===== src/hdl/mne_pkg.sv =====
package mne_pkg;

  // instruction fields
  localparam int         OPC_MUL_MSB   = 15;
  localparam int         OPC_MUL_LSB   = 8;
  localparam logic [7:0] OPC_MUL       = 8'h34;
  localparam int         OPC_NEG_MSB   = 15;
  localparam int         OPC_NEG_LSB   = 9;
  localparam logic [6:0] OPC_NEG       = 7'h16;
  localparam int         STORE_SEL_BIT = 8;
  localparam int         FILE_ADDR_MSB = 7;
  localparam int         FILE_ADDR_LSB = 0;

  // reset values
  localparam logic [7:0]  WORKING_REGISTER_RST   = 8'h00;
  localparam logic [7:0]  PROD_RST   = 8'h00;
  localparam logic [15:0] RESULT_RST = 16'h0000;
  localparam logic [7:0]  ADDR_RST   = 8'h00;

  // negate corner values
  localparam logic [7:0] NEG_WRAP_VAL = 8'h80;
  localparam logic [7:0] ONE_BYTE     = 8'h01;

  typedef enum logic [1:0] {
    MNE_Q1 = 2'b00,
    MNE_Q2 = 2'b01,
    MNE_Q3 = 2'b11,
    MNE_Q4 = 2'b10
  } mne_phase_t;

  typedef enum logic [1:0] {
    MNE_OP_NONE = 2'b00,
    MNE_OP_MUL  = 2'b01,
    MNE_OP_NEG  = 2'b10
  } mne_op_t;

  typedef struct packed {
    logic signed_wrap_flag;
    logic carry;
    logic half_carry_flag;
    logic zero;
  } mne_flags_t;

  localparam mne_flags_t FLAGS_RST = '{default: 1'b0};

  typedef struct packed {
    logic [7:0] addr;
    logic       re;
    logic       we;
    logic [7:0] wdata;
  } mne_mem_req_t;

  typedef struct packed {
    mne_phase_t   phase;
    mne_op_t      op;
    logic         store_sel;
    logic [15:0]  result;
    logic [7:0]   working_register;
    logic [7:0]   product_high;
    logic [7:0]   product_low;
    mne_flags_t   flags;
    mne_mem_req_t mem;
  } mne_state_t;

endpackage : mne_pkg


===== src/hdl/mne_exec.sv =====
`timescale 1ns/1ps
module mne_exec
  import mne_pkg::*;
(
  // clock and reset
  input  wire logic        ref_clk,
  input  wire logic        arst_n,
  // instruction from decoder
  input  wire logic [15:0] instr_word,
  input  wire logic        instr_valid,
  // working register load from rest of core
  input  wire logic        working_register_load,
  input  wire logic [7:0]  working_register_load_data,
  // data memory
  output logic      [7:0]  mem_addr,
  output logic             mem_re,
  input  wire logic [7:0]  mem_rdata,
  output logic             mem_we,
  output logic      [7:0]  mem_wdata,
  // architectural state
  output logic      [7:0]  working_register,
  output logic      [7:0]  product_high,
  output logic      [7:0]  product_low,
  output mne_flags_t       flags,
  output mne_phase_t       q_phase
);

  mne_state_t s_r;
  mne_state_t s_nxt;
  logic [7:0] neg_val;

  assign neg_val = 8'(~s_r.working_register + ONE_BYTE);

  always_comb begin
    s_nxt        = s_r;
    s_nxt.mem.re = 1'b0;
    s_nxt.mem.we = 1'b0;
    case (s_r.phase)
      MNE_Q1: begin
        s_nxt.phase = MNE_Q2;
        s_nxt.op    = MNE_OP_NONE;
        if (instr_valid) begin
          s_nxt.mem.addr  = instr_word[FILE_ADDR_MSB:FILE_ADDR_LSB];
          s_nxt.store_sel = instr_word[STORE_SEL_BIT];
          if (instr_word[OPC_MUL_MSB:OPC_MUL_LSB] == OPC_MUL) begin
            s_nxt.op     = MNE_OP_MUL;
            s_nxt.mem.re = 1'b1;
          end else if (instr_word[OPC_NEG_MSB:OPC_NEG_LSB] == OPC_NEG) begin
            s_nxt.op     = MNE_OP_NEG;
            s_nxt.mem.re = 1'b1;
          end
        end
      end
      MNE_Q2: begin
        s_nxt.phase = MNE_Q3;
      end
      MNE_Q3: begin
        s_nxt.phase = MNE_Q4;
        // read data is valid in Q3; results land at the Q3/Q4 edge
        if (s_r.op == MNE_OP_MUL) begin
          s_nxt.result       = 16'(s_r.working_register) * 16'(mem_rdata);
          s_nxt.product_high = s_nxt.result[15:8];
          s_nxt.product_low  = s_nxt.result[7:0];
        end else if (s_r.op == MNE_OP_NEG) begin
          s_nxt.result    = {8'h00, neg_val};
          s_nxt.mem.we    = 1'b1;
          s_nxt.mem.wdata = neg_val;
          if (!s_r.store_sel) begin
            s_nxt.working_register = neg_val;
          end
          // flags as for 0 minus working register, carry meaning no borrow
          s_nxt.flags.zero             = (neg_val == 8'h00);
          s_nxt.flags.carry            = (s_r.working_register == 8'h00);
          s_nxt.flags.half_carry_flag  = (s_r.working_register[3:0] == 4'h0);
          s_nxt.flags.signed_wrap_flag = (s_r.working_register == NEG_WRAP_VAL);
        end
      end
      MNE_Q4: begin
        s_nxt.phase = MNE_Q1;
      end
      default: begin
        s_nxt.phase = MNE_Q1;
      end
    endcase
    // outside loads are refused while one of our instructions is in flight
    if (working_register_load && s_r.op == MNE_OP_NONE && s_r.phase != MNE_Q1) begin
      s_nxt.working_register = working_register_load_data;
    end else if (working_register_load && s_r.phase == MNE_Q1 && s_nxt.op == MNE_OP_NONE) begin
      s_nxt.working_register = working_register_load_data;
    end
  end

  always_ff @(posedge ref_clk or negedge arst_n) begin
    if (!arst_n) begin
      s_r.phase            <= MNE_Q1;
      s_r.op               <= MNE_OP_NONE;
      s_r.store_sel        <= 1'b0;
      s_r.result           <= RESULT_RST;
      s_r.working_register <= WORKING_REGISTER_RST;
      s_r.product_high     <= PROD_RST;
      s_r.product_low      <= PROD_RST;
      s_r.flags            <= FLAGS_RST;
      s_r.mem.addr         <= ADDR_RST;
      s_r.mem.re           <= 1'b0;
      s_r.mem.we           <= 1'b0;
      s_r.mem.wdata        <= WORKING_REGISTER_RST;
    end else begin
      s_r <= s_nxt;
    end
  end

  assign mem_addr         = s_r.mem.addr;
  assign mem_re           = s_r.mem.re;
  assign mem_we           = s_r.mem.we;
  assign mem_wdata        = s_r.mem.wdata;
  assign working_register = s_r.working_register;
  assign product_high     = s_r.product_high;
  assign product_low      = s_r.product_low;
  assign flags            = s_r.flags;
  assign q_phase          = s_r.phase;
endmodule : mne_exec


===== config.mk =====
export PLATFORM = sky130hd
export DESIGN_NAME = mne_exec
export DESIGN_NICKNAME = d
export VERILOG_FILES = /design/src/hdl/mne_pkg.sv /design/src/hdl/mne_exec.sv
export SDC_FILE = /design/constraint.sdc
export NUM_CORES = 1
export LEC_CHECK = 0
export ABC_AREA = 0
export ABC_CLOCK_PERIOD_IN_PS = 12300
export BUFFER_PORTS_ARGS = -buffer_cell sky130_fd_sc_hd__buf_2
export CORE_UTILIZATION = 60
export CTS_BUF_LIST = sky130_fd_sc_hd__clkbuf_4
export DETAILED_ROUTE_END_ITERATION = 6
export GPL_TIMING_DRIVEN = 0
export MAX_ROUTING_LAYER = met4
export PLACE_DENSITY = 0.85
export SKIP_LAST_GASP = 1
export SLEW_MARGIN = 20
export SYNTH_ARGS = -nofsm -noshare
export SYNTH_HDL_FRONTEND = slang
export SYNTH_SLANG_ARGS = --single-unit

===== constraint.sdc =====
create_clock -name ref_clk -period 12.3 [get_ports ref_clk]
set_clock_uncertainty 0.15 [all_clocks]
set_input_delay 3.075 -clock ref_clk [delete_from_list [all_inputs] [get_ports ref_clk]]
set_output_delay 3.075 -clock ref_clk [all_outputs]
set_load 0.05 [all_outputs]

==> impl_metrics.toml <==
[run_status]
status = "finished clean"

[worst_setup_path]
path_max_fanout = 8
crit_top_cell = "fa_1"
path_class = "primary input to flip-flop"
cp_cell_sequence = "buf_2, nand2_1, fa_1, fa_1, inv_1, fa_1, inv_1, fa_1, inv_1, ha_1, and2_1, a221oi_1, a21boi_0, o21a_1, o31ai_1"
crit_path_end_kind = "flip-flop"
startpoint_type = "primary input"
cpPeakStageDelay_ps = 540
crit_family = "adder cells"
cp.required_ps = 12460
arrival_ps = 7230
path_buf_inv = 4
critPathSlowestCell = "fa_1"

[worst_hold_path]
worstHoldPathType = "flip-flop to flip-flop"

[power]
finalPower_mw = 0.6542
powerDensity_nw_per_um2 = 122.8
power.leakage_nw = 2.807
irDropWorstVdd_mv = 0.07582

[placed_design]
hpwl_mm = 7.662
io_buffers = 83
gp_congestion = 0.8739

[cts]
h-tree-depth = 2
numCtsBuffers = 5
clock_latency_ps = 400
cts_tree = "built"
clockBufferDepth = 2
path_clk_slew_ps = 170
clockRootBuffer = "clkbuf_4"
hold_buffers = 0
post_cts_buffers = 0
ctsResizeCount = 0
clock_sinks = 51

[logic_synthesis]
synth_cells = 510
yosysSeqAreaShare = 0.2704
syn_area_per_cell_um2 = 9.254
synth-main-ff-cell = "dfrtp_1"
netlist.top_cell.by_area = "dfrtp_1"
syn-cell-area_um2 = 4720
async_flop_share = 1.000
mappedNetlistNets = 619
synth-edff-count = 0
synth_area_leaders = "dfrtp_1 27%, fa_1 15%, ha_1 9.8%"
ys_ff_latch = 51
synth_cell_types = 60
synth_largest_type_area_fraction = 0.2704
yosys_warnings = 0

[final_layout]
area_delta_synth_final_pct = 12.88
n_fill_cell = 562
regArea_um2 = 1276
num_antenna_cells = 0
layout_commonest_cell = "buf_2"
final_cell_mix = "83 x buf_2, 62 x nand2_1, 57 x inv_1, 51 x dfrtp_1, 48 x and2_1"
fin_nets = 709
multi_input_area_um2 = 2779
drive_gt1_frac = 0.2596

[floorplan]
fp-row-count = 31
fp.dieH_um = 90.69
io_pins = 84
coreArea_um2 = 7408
die_w_um = 90.69
start_util = 0.6371
die-area_um2 = 8225

[drt]
vias = 3792
first_pass_iters = 4
drt_wl_total_mm = 9.666
drc = 0
drtIter0Drc = 212
wire_per_inst_um = 13.81
vias_per_cell = 5.417
drtAntennaViolNets = 0

[global_routing]
grt_max_degree = 52
grt_pass1_wl_mm = 16.79
grt_pass1_vias = 3725
grt.overflow.total = 0
grt_antenna_before_repair = 0
grt_usage = 0.2595

[timing]
tightest_slew_ps = 669.6
hold_viol = 0
slew_headroom = 0.5536
fin_crit_sh = 0.5745
setup_viol = 0
fin_setup_tns_ps = 0
rsz0062_at_grt = "no"
fmax_mhz = 141.5
final.min_clock_period_ps = 7066
slew_viol_final = 0

[flow_run]
max_cap_violations = 0
flip-flops by register name, summed over array words and instances, names as in the netlist:
signal and flops:
mem_re 1, s_r 3, product_low 8, mem_wdata 8, working_register 8, flags 4
mem_we 1, mem_addr 8, q_phase 2, product_high 8
synth_stat cells (3+ instances only):
| library cell | count |
|---|---|
| nor3_1 | 6 |
| inv_1 | 57 |
| a21oi_1 | 7 |
| and2_1 | 48 |
| xor2_1 | 7 |
| o31ai_1 | 3 |
| nand3_1 | 8 |
| a221o_1 | 5 |
| ha_1 | 37 |
| mux2_2 | 9 |
| buf_4 | 46 |
| fa_1 | 36 |
| o21ai_0 | 29 |
| xnor2_1 | 6 |
| a21o_1 | 8 |
| nand2b_1 | 3 |
| nand2_1 | 62 |
| nor3b_1 | 4 |
| nor2_1 | 12 |
| dfrtp_1 | 51 |
| o21a_1 | 4 |
| clkbuf_1 | 17 |
layout make-up:
class | instances | area share
multi-input cells | 334 | 0.5216
repair buffers | 83 | 0.07844
flip-flops and latches | 51 | 0.2395
inverters | 57 | 0.04016
well taps | 99 | 0.02325
plain buffers | 68 | 0.08455
clock inverters | 3 | 0.005402
clock buffers | 5 | 0.007046
cell families after synthesis:
group,synth area share
xor+xnor,0.02413
buf+inv,0.1408
mux,0.02598
fa+ha+maj,0.2508
simple gates,0.1766
compound gates,0.1114
flops,0.2704
layer usage:
layer,part of all wire,routed length (um),vias up,GRT usage
met5,0,0,-,-
met4,0.012,116,0,0.07796
met3,0.041,392,10,0.02525
met2,0.52,4994,107,0.4388
met1,0.43,4163,1878,0.3306
li1,-,-,1797,-
worst reg2reg max path: cells and delay by family (launching register included):
family                   cells  cell delay (ps)
AND/OR/NAND/NOR              2              320
adder cells (fa/ha/maj)      5             2430
buffers and inverters        4              550
AO/OA/AOI/OAI                4             1100
flip-flops                   1              490
worst paths after layout:
check / from / endpoint / slack, ps / depth (start not counted)
max in group asynchronous: arst_n / s_r[62] / 9020 / 1
setup reg to reg: working_register[2] / product_high[2] / 7190 / 15
hold / removal: mem_wdata[1] / mem_wdata[1] / 360 / 2
hold reg to reg: mem_wdata[1] / mem_wdata[1] / 360 / 2
min in group asynchronous: arst_n / product_low[7] / 2510 / 1
setup / recovery: mem_rdata[7] / product_high[2] / 5230 / 15
report_power, final:
| group | leakage, nW | internal [mW] | switching, mW | total (mW) |
|---|---|---|---|---|
| sequential | 0.611 | 0.175 | 0.00628 | 0.181 |
| clock | 0.0373 | 0.0246 | 0.0657 | 0.0903 |
| combinational | 2.16 | 0.156 | 0.226 | 0.383 |
| total | 2.81 | 0.356 | 0.298 | 0.654 |
metrics by stage:
step                        util  hold WS, ps  area, um^2  cells  worst slack (ps)
after CTS                 0.7191        351.6        5328    700              5224
after floorplan                -        290.0        4720    510              5272
final                     0.7191        355.7        5328    700              5234
after global routing      0.7191        379.9        5328    700              4971
after global placement    0.7098        310.2        5259    692              4879
after detailed placement  0.7102        313.6        5261    692              4813
(Power assumes the default switching activity.)
